## config.mk

```make
export PLATFORM = sky130hd
export DESIGN_NAME = phy_basic_control_regs
export DESIGN_NICKNAME = d
export VERILOG_FILES = /design/src/core/phy_regs_pkg.sv /design/src/core/phy_basic_control_regs.sv
export SDC_FILE = /design/constraint.sdc
export NUM_CORES = 1
export LEC_CHECK = 0
export ABC_AREA = 1
export BUFFER_PORTS_ARGS = -buffer_cell sky130_fd_sc_hd__clkbuf_2
export CAP_MARGIN = 20
export CORE_MARGIN = 2
export CORE_UTILIZATION = 40
export CTS_CLUSTER_SIZE = 16
export DETAILED_ROUTE_END_ITERATION = 8
export PLACE_DENSITY = 0.56
export SLEW_MARGIN = 15
export SYNTH_ARGS = -nofsm -noshare
export SYNTH_HDL_FRONTEND = slang
export SYNTH_SLANG_ARGS = --single-unit
```

## constraint.sdc

```tcl
create_clock -name mclk -period 3.25 [get_ports mclk]
set_input_delay 0.1625 -clock mclk [delete_from_list [all_inputs] [get_ports mclk]]
set_output_delay 0.1625 -clock mclk [all_outputs]
set_load 0.05 [all_outputs]
```

## src/core/phy_regs_pkg.sv

```systemverilog
/*
   Shared constants and carriers for the transceiver management register bank.
   Assumes a 16-bit register word and a 5-bit register index from the serial management front end.
*/
package phy_regs_pkg;

   localparam int RegWidth = 16;
   localparam int IndexWidth = 5;

   // Register indices
   localparam logic [4:0] IdxBasicControl = 5'h00;
   localparam logic [4:0] IdxBasicStatus = 5'h01;
   localparam logic [4:0] IdxPhyIdUpper = 5'h02;
   localparam logic [4:0] IdxPhyIdLower = 5'h03;
   localparam logic [4:0] IdxAnegAdvertise = 5'h04;
   localparam logic [4:0] IdxAnegPartnerAbility = 5'h05;
   localparam logic [4:0] IdxAnegExpansion = 5'h06;
   localparam logic [4:0] IdxAnegNextPage = 5'h07;
   localparam logic [4:0] IdxPartnerNextPage = 5'h08;
   localparam logic [4:0] IdxAfeControl = 5'h11;
   localparam logic [4:0] IdxRxErrCounter = 5'h15;
   localparam logic [4:0] IdxStrapOverride = 5'h16;
   localparam logic [4:0] IdxStrapStatus = 5'h17;
   localparam logic [4:0] IdxExpandedControl = 5'h18;
   localparam logic [4:0] IdxIntCtrlStatus = 5'h1b;
   localparam logic [4:0] IdxCableDiag = 5'h1d;
   localparam logic [4:0] IdxPhyControlOne = 5'h1e;
   localparam logic [4:0] IdxPhyControlTwo = 5'h1f;

   // Basic control field positions
   localparam int BitReset = 15;
   localparam int BitLoopback = 14;
   localparam int BitSpeed = 13;
   localparam int BitAnegEnable = 12;
   localparam int BitPowerDown = 11;
   localparam int BitIsolate = 10;
   localparam int BitAnegRestart = 9;
   localparam int BitDuplex = 8;
   localparam int BitCollisionTest = 7;

   // Zero word and the fixed read value of basic status
   localparam logic [15:0] ResetZero = 16'h0000;
   localparam logic [15:0] BasicStatusValue = 16'h7840;

   // Strap levels captured at reset
   typedef struct packed {
      logic speed;
      logic autoneg;
      logic isolate;
      logic duplex;
   } strap_t;

   // One register access from the management front end
   typedef struct packed {
      logic wrEn;
      logic [4:0] index;
      logic [15:0] wrData;
   } reg_req_t;

   // Mode decoded from basic control for the transceiver core
   typedef struct packed {
      logic coreReset;
      logic loopback;
      logic speed100;
      logic fullDuplex;
      logic anegEnable;
      logic anegRestart;
      logic powerDown;
      logic isolate;
      logic collisionTest;
   } phy_mode_t;

endpackage

```

## src/core/phy_basic_control_regs.sv

```systemverilog
/*
   Management register bank of a 10/100 transceiver: basic control with strap-derived reset values,
   storage for the writable mapped registers, and the decoded operating mode for the transceiver core.
   Assumes the serial management front end delivers one synchronous request per cycle on mclk, that
   strap pins are static board levels, and that auto-negotiation results arrive from the core.
*/
`timescale 1ns/1ps
module phy_basic_control_regs
   import phy_regs_pkg::*;
#(
   parameter logic [15:0] PhyIdUpper = 16'h1234, // Arbitrary identity value
   parameter logic [15:0] PhyIdLower = 16'h5670  // Arbitrary identity value
) (
   input wire logic mclk,
   input wire logic resetn,
   input wire phy_regs_pkg::reg_req_t req,
   output logic [15:0] rdData,
   input wire logic speedStrapPin,
   input wire logic autoneg_strap_pin,
   input wire logic isoStrapPin,
   input wire logic duplexStrapPin,
   input wire logic anegSpeed100,
   input wire logic anegFullDuplex,
   input wire logic [15:0] intStatusIn,
   input wire logic [15:0] rxErrCount,
   input wire logic [15:0] cableDiagStatus,
   output phy_regs_pkg::phy_mode_t mode
);
   import phy_regs_pkg::*;

   // Whole register state in one struct
   typedef struct packed {
      logic [3:0] strapMeta;
      logic [3:0] strapSync;
      logic strapPending;
      strap_t straps;
      logic resetPulse;
      logic restartPulse;
      logic loopback;
      logic speed;
      logic anegEnable;
      logic powerDown;
      logic isolate;
      logic duplex;
      logic collisionTest;
      logic [15:0] advertise;
      logic [15:0] nextPage;
      logic [15:0] afeControl;
      logic [15:0] strapOverride;
      logic [15:0] expandedControl;
      logic [15:0] intEnable;
      logic [15:0] cableControl;
      logic [15:0] controlOne;
      logic [15:0] controlTwo;
      logic [15:0] rdData;
   } state_t;

   state_t s_q;
   state_t s_d;
   logic [3:0] strapPins;
   logic wrCtrl;
   logic [15:0] rdNext;

   assign strapPins = {speedStrapPin, autoneg_strap_pin, isoStrapPin, duplexStrapPin};
   assign wrCtrl = req.wrEn && (req.index == IdxBasicControl);

   // Read mux; unmapped and reserved indices return zero
   always_comb begin
      rdNext = ResetZero;
      if (req.index == IdxBasicControl) begin
         rdNext = ResetZero;
         rdNext[BitLoopback] = s_q.loopback;
         rdNext[BitSpeed] = s_q.speed;
         rdNext[BitAnegEnable] = s_q.anegEnable;
         rdNext[BitPowerDown] = s_q.powerDown;
         rdNext[BitIsolate] = s_q.isolate;
         rdNext[BitDuplex] = s_q.duplex;
         rdNext[BitCollisionTest] = s_q.collisionTest;
      end else if (req.index == IdxBasicStatus) begin
         rdNext = BasicStatusValue;
      end else if (req.index == IdxPhyIdUpper) begin
         rdNext = PhyIdUpper;
      end else if (req.index == IdxPhyIdLower) begin
         rdNext = PhyIdLower;
      end else if (req.index == IdxAnegAdvertise) begin
         rdNext = s_q.advertise;
      end else if (req.index == IdxAnegNextPage) begin
         rdNext = s_q.nextPage;
      end else if (req.index == IdxAfeControl) begin
         rdNext = s_q.afeControl;
      end else if (req.index == IdxRxErrCounter) begin
         rdNext = rxErrCount;
      end else if (req.index == IdxStrapOverride) begin
         rdNext = s_q.strapOverride;
      end else if (req.index == IdxStrapStatus) begin
         rdNext = {12'h000, s_q.straps};
      end else if (req.index == IdxExpandedControl) begin
         rdNext = s_q.expandedControl;
      end else if (req.index == IdxIntCtrlStatus) begin
         rdNext = {s_q.intEnable[15:8], intStatusIn[7:0]};
      end else if (req.index == IdxCableDiag) begin
         rdNext = {s_q.cableControl[15:8], cableDiagStatus[7:0]};
      end else if (req.index == IdxPhyControlOne) begin
         rdNext = s_q.controlOne;
      end else if (req.index == IdxPhyControlTwo) begin
         rdNext = s_q.controlTwo;
      end
   end

   // Next-state logic for straps, control bits and storage
   always_comb begin
      s_d = s_q;
      // Two-stage synchroniser on the strap pins
      s_d.strapMeta = strapPins;
      s_d.strapSync = s_q.strapMeta;
      s_d.resetPulse = 1'b0;
      s_d.restartPulse = 1'b0;
      s_d.rdData = rdNext;
      // Straps are latched one cycle after the synchroniser has settled after any reset
      if (s_q.strapPending) begin
         s_d.strapPending = 1'b0;
         s_d.straps = '{speed: s_q.strapSync[3], autoneg: s_q.strapSync[2],
                        isolate: s_q.strapSync[1], duplex: s_q.strapSync[0]};
         s_d.speed = s_q.strapSync[3];
         s_d.anegEnable = s_q.strapSync[2];
         s_d.isolate = s_q.strapSync[1];
         s_d.duplex = ~s_q.strapSync[0];
      end else if (wrCtrl) begin
         if (req.wrData[BitReset] && s_q.powerDown) begin
            // First reset write only leaves power down
            s_d.powerDown = 1'b0;
         end else if (req.wrData[BitReset]) begin
            // Soft reset: all bits to defaults, straps re-latched next cycle
            s_d = state_t'(0);
            s_d.strapMeta = strapPins;
            s_d.strapSync = s_q.strapMeta;
            s_d.rdData = rdNext;
            s_d.resetPulse = 1'b1;
            s_d.strapPending = 1'b1;
         end else begin
            s_d.loopback = req.wrData[BitLoopback];
            s_d.speed = req.wrData[BitSpeed];
            s_d.anegEnable = req.wrData[BitAnegEnable];
            s_d.powerDown = req.wrData[BitPowerDown];
            s_d.isolate = req.wrData[BitIsolate];
            s_d.duplex = req.wrData[BitDuplex];
            s_d.collisionTest = req.wrData[BitCollisionTest];
            s_d.restartPulse = req.wrData[BitAnegRestart];
         end
      end else if (req.wrEn) begin
         // Plain storage registers; read-only and reserved indices ignore writes
         if (req.index == IdxAnegAdvertise) begin
            s_d.advertise = req.wrData;
         end else if (req.index == IdxAnegNextPage) begin
            s_d.nextPage = req.wrData;
         end else if (req.index == IdxAfeControl) begin
            s_d.afeControl = req.wrData;
         end else if (req.index == IdxStrapOverride) begin
            s_d.strapOverride = req.wrData;
         end else if (req.index == IdxExpandedControl) begin
            s_d.expandedControl = req.wrData;
         end else if (req.index == IdxIntCtrlStatus) begin
            s_d.intEnable = {req.wrData[15:8], 8'h00};
         end else if (req.index == IdxCableDiag) begin
            s_d.cableControl = {req.wrData[15:8], 8'h00};
         end else if (req.index == IdxPhyControlOne) begin
            s_d.controlOne = req.wrData;
         end else if (req.index == IdxPhyControlTwo) begin
            s_d.controlTwo = req.wrData;
         end
      end
   end

   // Power-on reset forces constants; strap capture follows release
   always_ff @(posedge mclk) begin
      if (!resetn) begin
         s_q <= state_t'(0);
         s_q.strapPending <= 1'b1;
         // Synchroniser keeps running through reset so the first latch sees settled strap levels
         s_q.strapMeta <= strapPins;
         s_q.strapSync <= s_q.strapMeta;
      end else begin
         s_q <= s_d;
      end
   end

   assign rdData = s_q.rdData;

   // Decoded mode; power down gates loopback, negotiation and collision test and forces isolation, but leaves registers alone
   always_comb begin
      mode.coreReset = s_q.resetPulse || s_q.strapPending;
      mode.powerDown = s_q.powerDown;
      mode.loopback = s_q.loopback && !s_q.powerDown;
      mode.anegEnable = s_q.anegEnable && !s_q.powerDown;
      mode.anegRestart = s_q.restartPulse && !s_q.powerDown;
      mode.speed100 = s_q.anegEnable ? anegSpeed100 : s_q.speed;
      mode.fullDuplex = s_q.anegEnable ? anegFullDuplex : s_q.duplex;
      mode.isolate = s_q.isolate || s_q.powerDown;
      mode.collisionTest = s_q.collisionTest && !s_q.powerDown;
   end

   // Reset bit self-clears: a write of one never reads back as one
   property p_reset_reads_zero;
      @(posedge mclk) disable iff (!resetn)
      (req.index == IdxBasicControl) |=> !rdData[BitReset];
   endproperty
   a_reset_reads_zero: assert property (p_reset_reads_zero) else $error("reset bit read back as one");

   property p_reset_relatch;
      @(posedge mclk) disable iff (!resetn)
      (wrCtrl && req.wrData[BitReset] && !s_q.powerDown && !s_q.strapPending) |=> ##1 (s_q.speed == s_q.straps.speed);
   endproperty
   a_reset_relatch: assert property (p_reset_relatch) else $error("speed not taken from strap after reset");

   property p_pd_first_write;
      @(posedge mclk) disable iff (!resetn)
      (wrCtrl && req.wrData[BitReset] && s_q.powerDown && !s_q.strapPending) |=> (!s_q.powerDown && !s_q.resetPulse);
   endproperty
   a_pd_first_write: assert property (p_pd_first_write) else $error("first reset write in power down misbehaved");

   property p_pd_write;
      @(posedge mclk) disable iff (!resetn)
      (wrCtrl && !req.wrData[BitReset] && !s_q.strapPending) |=> (mode.powerDown == $past(req.wrData[BitPowerDown]));
   endproperty
   a_pd_write: assert property (p_pd_write) else $error("power down bit not written");

   property p_pd_gates;
      @(posedge mclk) disable iff (!resetn)
      s_q.powerDown |-> (!mode.loopback && !mode.anegRestart && mode.isolate);
   endproperty
   a_pd_gates: assert property (p_pd_gates) else $error("core function active in power down");

   property p_restart_pulse;
      @(posedge mclk) disable iff (!resetn)
      (wrCtrl && req.wrData[BitAnegRestart] && !req.wrData[BitReset] && !s_q.powerDown
       && !s_q.strapPending) |=> s_q.restartPulse ##1 !s_q.restartPulse;
   endproperty
   a_restart_pulse: assert property (p_restart_pulse) else $error("restart not a single pulse");

   property p_speed_select;
      @(posedge mclk) disable iff (!resetn)
      !s_q.anegEnable |-> (mode.speed100 == s_q.speed && mode.fullDuplex == s_q.duplex);
   endproperty
   a_speed_select: assert property (p_speed_select) else $error("manual speed or duplex not applied");

   property p_aneg_override;
      @(posedge mclk) disable iff (!resetn)
      s_q.anegEnable |-> (mode.speed100 == anegSpeed100 && mode.fullDuplex == anegFullDuplex);
   endproperty
   a_aneg_override: assert property (p_aneg_override) else $error("negotiated result not applied");

   property p_strap_defaults;
      @(posedge mclk) disable iff (!resetn)
      (resetn && s_q.strapPending) |=> (s_q.anegEnable == s_q.straps.autoneg
                            && s_q.isolate == s_q.straps.isolate && s_q.duplex == !s_q.straps.duplex);
   endproperty
   a_strap_defaults: assert property (p_strap_defaults) else $error("strap default not applied");

   property p_reserved_zero;
      @(posedge mclk) disable iff (!resetn)
      (req.index == 5'h1c || req.index == 5'h09) |=> (rdData == 16'h0000);
   endproperty
   a_reserved_zero: assert property (p_reserved_zero) else $error("reserved register not zero");

   // Soft reset raises the core reset for one cycle and then drops it by itself
   property p_reset_self_clear;
      @(posedge mclk) disable iff (!resetn)
      (wrCtrl && req.wrData[BitReset] && !s_q.powerDown && !s_q.strapPending)
      |=> (s_q.resetPulse && mode.coreReset) ##1 !s_q.resetPulse;
   endproperty
   a_reset_self_clear: assert property (p_reset_self_clear) else $error("soft reset pulse did not clear");

   // Speed default follows the synchronised strap level, after power-on and soft reset alike
   property p_speed_strap;
      @(posedge mclk) disable iff (!resetn)
      (resetn && s_q.strapPending) |=> (s_q.speed == $past(s_q.strapSync[3]));
   endproperty
   a_speed_strap: assert property (p_speed_strap) else $error("speed default not taken from strap");

   // A plain control write lands in the loopback bit in the next cycle
   property p_loopback_write;
      @(posedge mclk) disable iff (!resetn)
      (wrCtrl && !req.wrData[BitReset] && !s_q.strapPending) |=> (s_q.loopback == $past(req.wrData[BitLoopback]));
   endproperty
   a_loopback_write: assert property (p_loopback_write) else $error("loopback bit not written");

   // Isolation is software controlled once the straps have been taken
   property p_isolate_write;
      @(posedge mclk) disable iff (!resetn)
      (wrCtrl && !req.wrData[BitReset] && !s_q.strapPending) |=> (s_q.isolate == $past(req.wrData[BitIsolate]));
   endproperty
   a_isolate_write: assert property (p_isolate_write) else $error("isolate bit not written");

   // Duplex is written straight, only its reset value is inverted
   property p_duplex_write;
      @(posedge mclk) disable iff (!resetn)
      (wrCtrl && !req.wrData[BitReset] && !s_q.strapPending) |=> (s_q.duplex == $past(req.wrData[BitDuplex]));
   endproperty
   a_duplex_write: assert property (p_duplex_write) else $error("duplex bit not written");

   // Strap status is read-only: a write there never disturbs the latched levels
   property p_strap_status_ro;
      @(posedge mclk) disable iff (!resetn)
      (req.wrEn && req.index == IdxStrapStatus && !s_q.strapPending) |=> $stable(s_q.straps);
   endproperty
   a_strap_status_ro: assert property (p_strap_status_ro) else $error("strap status changed by a write");

   // Only the enable byte of the interrupt register is stored; status bits come from the core
   property p_int_low_byte;
      @(posedge mclk) disable iff (!resetn)
      (req.wrEn && req.index == IdxIntCtrlStatus && !s_q.strapPending)
      |=> (s_q.intEnable == {$past(req.wrData[15:8]), 8'h00});
   endproperty
   a_int_low_byte: assert property (p_int_low_byte) else $error("interrupt enable byte not stored");

   // Management writes still land while the core is powered down
   property p_pd_storage;
      @(posedge mclk) disable iff (!resetn)
      (s_q.powerDown && req.wrEn && req.index == IdxAnegAdvertise && !s_q.strapPending)
      |=> (s_q.advertise == $past(req.wrData));
   endproperty
   a_pd_storage: assert property (p_pd_storage) else $error("write lost in power down");

   // Low seven bits of basic control are reserved and always read zero
   property p_ctrl_reserved_bits;
      @(posedge mclk) disable iff (!resetn)
      (req.index == IdxBasicControl) |=> (rdData[6:0] == 7'h00);
   endproperty
   a_ctrl_reserved_bits: assert property (p_ctrl_reserved_bits) else $error("reserved control bits not zero");

endmodule

```

==> flow_metrics.tcl <==
set metrics [dict create \
    share_seq_of_total_power 0.471 \
    setup_slack_ps 1180 \
    period_share 0.636 \
    synthTopCellsByArea "dfxtp_1, nand2_1, a21oi_1, o21ai_0, inv_1" \
    r2r_cells 8 \
    combPwrFrac 0.087 \
    fin_setup_tns_ps 0 \
    synth_area_um2 7580 \
    dieWidth_um 142 \
    leakagePower_nw 3.63 \
    wl_mm 25.1 \
    hold_viol 0 \
    crit_type "flop to flop" \
    cts_tree "done" \
    rsz0062_at_grt "false" \
    netlist-cell-type-count 43 \
    path_clk_slew_ps 70 \
    grt_antenna_before_repair 0 \
    synth_top_area_frac 0.438 \
    die-area_um2 20100 \
    power.switching_mw 1.17 \
    cts_root_buf "clkbuf_16" \
    fmax_mhz 484 \
    diodes 0 \
    synth_edf_count 0 \
    reg2reg_slack_ps 1180 \
    grt_max_degree 79 \
    hpwl_mm 17.6 \
    numCtsBuffers 17 \
    postCtsSetupBuffers 0 \
    status "finished, final reports clean" \
    vdd_drop_max_uv 354 \
    grt_pass1_vias 6417 \
    num_rows 50 \
    min_to "s_q[36]" \
    die_y_um 142 \
    hold_start "req[4]" \
    async_flop_share 0 \
    drv_slew 0 \
    area_delta_synth_final_pct 13.9 \
    overflow 0 \
    cp.arrival_ps 2420 \
    core-area_um2 18600 \
    routedWlPerCell_um 18.6 \
    drv_cap 0 \
    via_per_inst 5.28 \
    synth_top_cell_by_area "dfxtp_1" \
    pin_count 103 \
    timing.rr.start "mode[2]" \
    timing.rr.end "s_q[158]" \
    htree_levels 4 \
    fin_nets 1181 \
    synth_nets 1131 \
    cp.required_ps 3610 \
    crit_fanout 18 \
    powerDensity_nw_per_um2 513 \
    internal_power_mw 3.26 \
    seq_area_frac_synth 0.438 \
    ys_dominant_reg_cell "dfxtp_1" \
    synthCells 1053 \
    crit_path_end_kind "flop" \
    portBuffers 86 \
    finalSetupViolCount 0 \
    switching_share 0.265 \
    drt_iter0_drc 598 \
    vias 7129 \
    grt_pass1_wl_mm 38.2 \
    clock_latency_ps 430 \
    tightest_slew_ps 856 \
    synth-seq-cells 166 \
    syn_area_per_cell_um2 7.20 \
    period_needed_ps 2070 \
    routabilityCongestion 0.844 \
    dp_slack_ps 810 \
    worstHoldPathCells 3 \
    ys_warn_count 0 \
    power.share.clock 0.442 \
    slew_headroom 0.429 \
    cts_buffer_depth 2 \
    cts.sinks 166 \
    startpoint_type "flop" \
    worstHoldPathType "input pin to flop" \
    drc_errors 0 \
    cts_resized 0 \
    grt_usage 0.255 \
    initial_core_util 0.407 \
    ant_nets 0 \
    fin_skew_ps 7.26 \
    drive_above_1_share 0.154 \
    first_pass_iters 5 \
]
registers in the layout, indices dropped and copies added (netlist names):
signal / flops
rdData: 16
s_q: 149
mode: 1
worst max-delay path, stage by stage (launching register included):
cell and delay (ps):
dfxtp_1 560, nand2_1 150, inv_1 80, nand2_1 60, nor3b_2 180, o21ai_2 350
buf_4 360, o21ai_0 100, a21oi_1 130
logic make-up (layout without fill, tap and decap cells):
family,Yosys count,after routing,synth area share
buffers and inverters,200,263,0.118
muxes,1,1,0.00132
and+or+nand+nor,377,377,0.216
DFF,166,166,0.438
AOI/OAI and AO/OA,309,309,0.226
through the flow:
stage               hold WS (ps)  cell area [µm²]  instances  power, mW  utilization
floorplan                    190             7580       1053       2.37            -
global placement             266             8040       1314       2.51        0.431
detailed placement           267             8040       1314       2.51        0.431
CTS                         9.74             8640       1350       4.45        0.463
global route                17.7             8640       1350       4.57        0.463
finish                      21.7             8640       1350       4.43        0.463
layout make-up:
cell class	instances	area (µm²)
Clock inverter	13	123
Timing Repair Buffer	107	623
Tap cell	234	293
Clock buffer	19	443
Inverter	124	465
Multi-Input combinational cell	687	3370
Sequential cell	166	3320
Fill cell	1941	10000
timing repair:
item	in CTS	in global routing
endpoints found under the setup margin	0	0
endpoints found under the hold margin	4	0
hold buffers	4	0
cells in the mapped netlist (all sizes together) (2+ instances only):
cell	count
a21oi	147
o22ai	2
a211oi	22
nor3	4
dfxtp	166
a22oi	4
or2	7
nand4	32
nand2	229
nand3	27
nor2	75
buf	46
clkbuf	30
o21ai	127
inv	123
o211ai	5
layer usage:
layer / global-route usage / share of wire / up-vias
li1: - / - / 3540
met2: 0.379 / 0.44 / 237
met1: 0.364 / 0.47 / 3314
met3: 0.0594 / 0.065 / 38
met5: 0 / 0 / -
met4: 0.0842 / 0.027 / 0
cells in the final DEF (no fill, tap or decap), types with 7 or more instances in the layout:
cell type,instances
nand2_1,228
o21ai_1,19
nand3_1,25
a211oi_1,18
clkbuf_16,17
nand4_1,32
nor2_1,68
o21ai_0,103
inv_1,116
clkbuf_2,86
a21oi_1,145
inv_2,7
buf_4,15
dfxtp_1,166
how the worst max path moves through the flow:
stage	start	endpoint	slack [ps]	cells past startpoint
3_5_place_dp	req[18]	s_q[131]	810	9
4_1_cts	mode[2]	s_q[131]	1190	10
5_1_grt	mode[2]	s_q[158]	990	8
6_report	mode[2]	s_q[158]	1180	8
3_3_place_gp	req[18]	s_q[138]	850	9
2_1_floorplan	s_q[165]	mode[6]	1660	2
power by group through the flow:
stage | Combinational, mW | Clock, mW | Sequential [mW]
after floorplan | 0.241 | 0 | 2.13
after global placement | 0.376 | 0 | 2.13
after detailed placement | 0.376 | 0 | 2.13
after CTS | 0.381 | 1.98 | 2.09
after global routing | 0.416 | 2.07 | 2.09
final | 0.385 | 1.96 | 2.09
(Power assumes the default switching activity.)
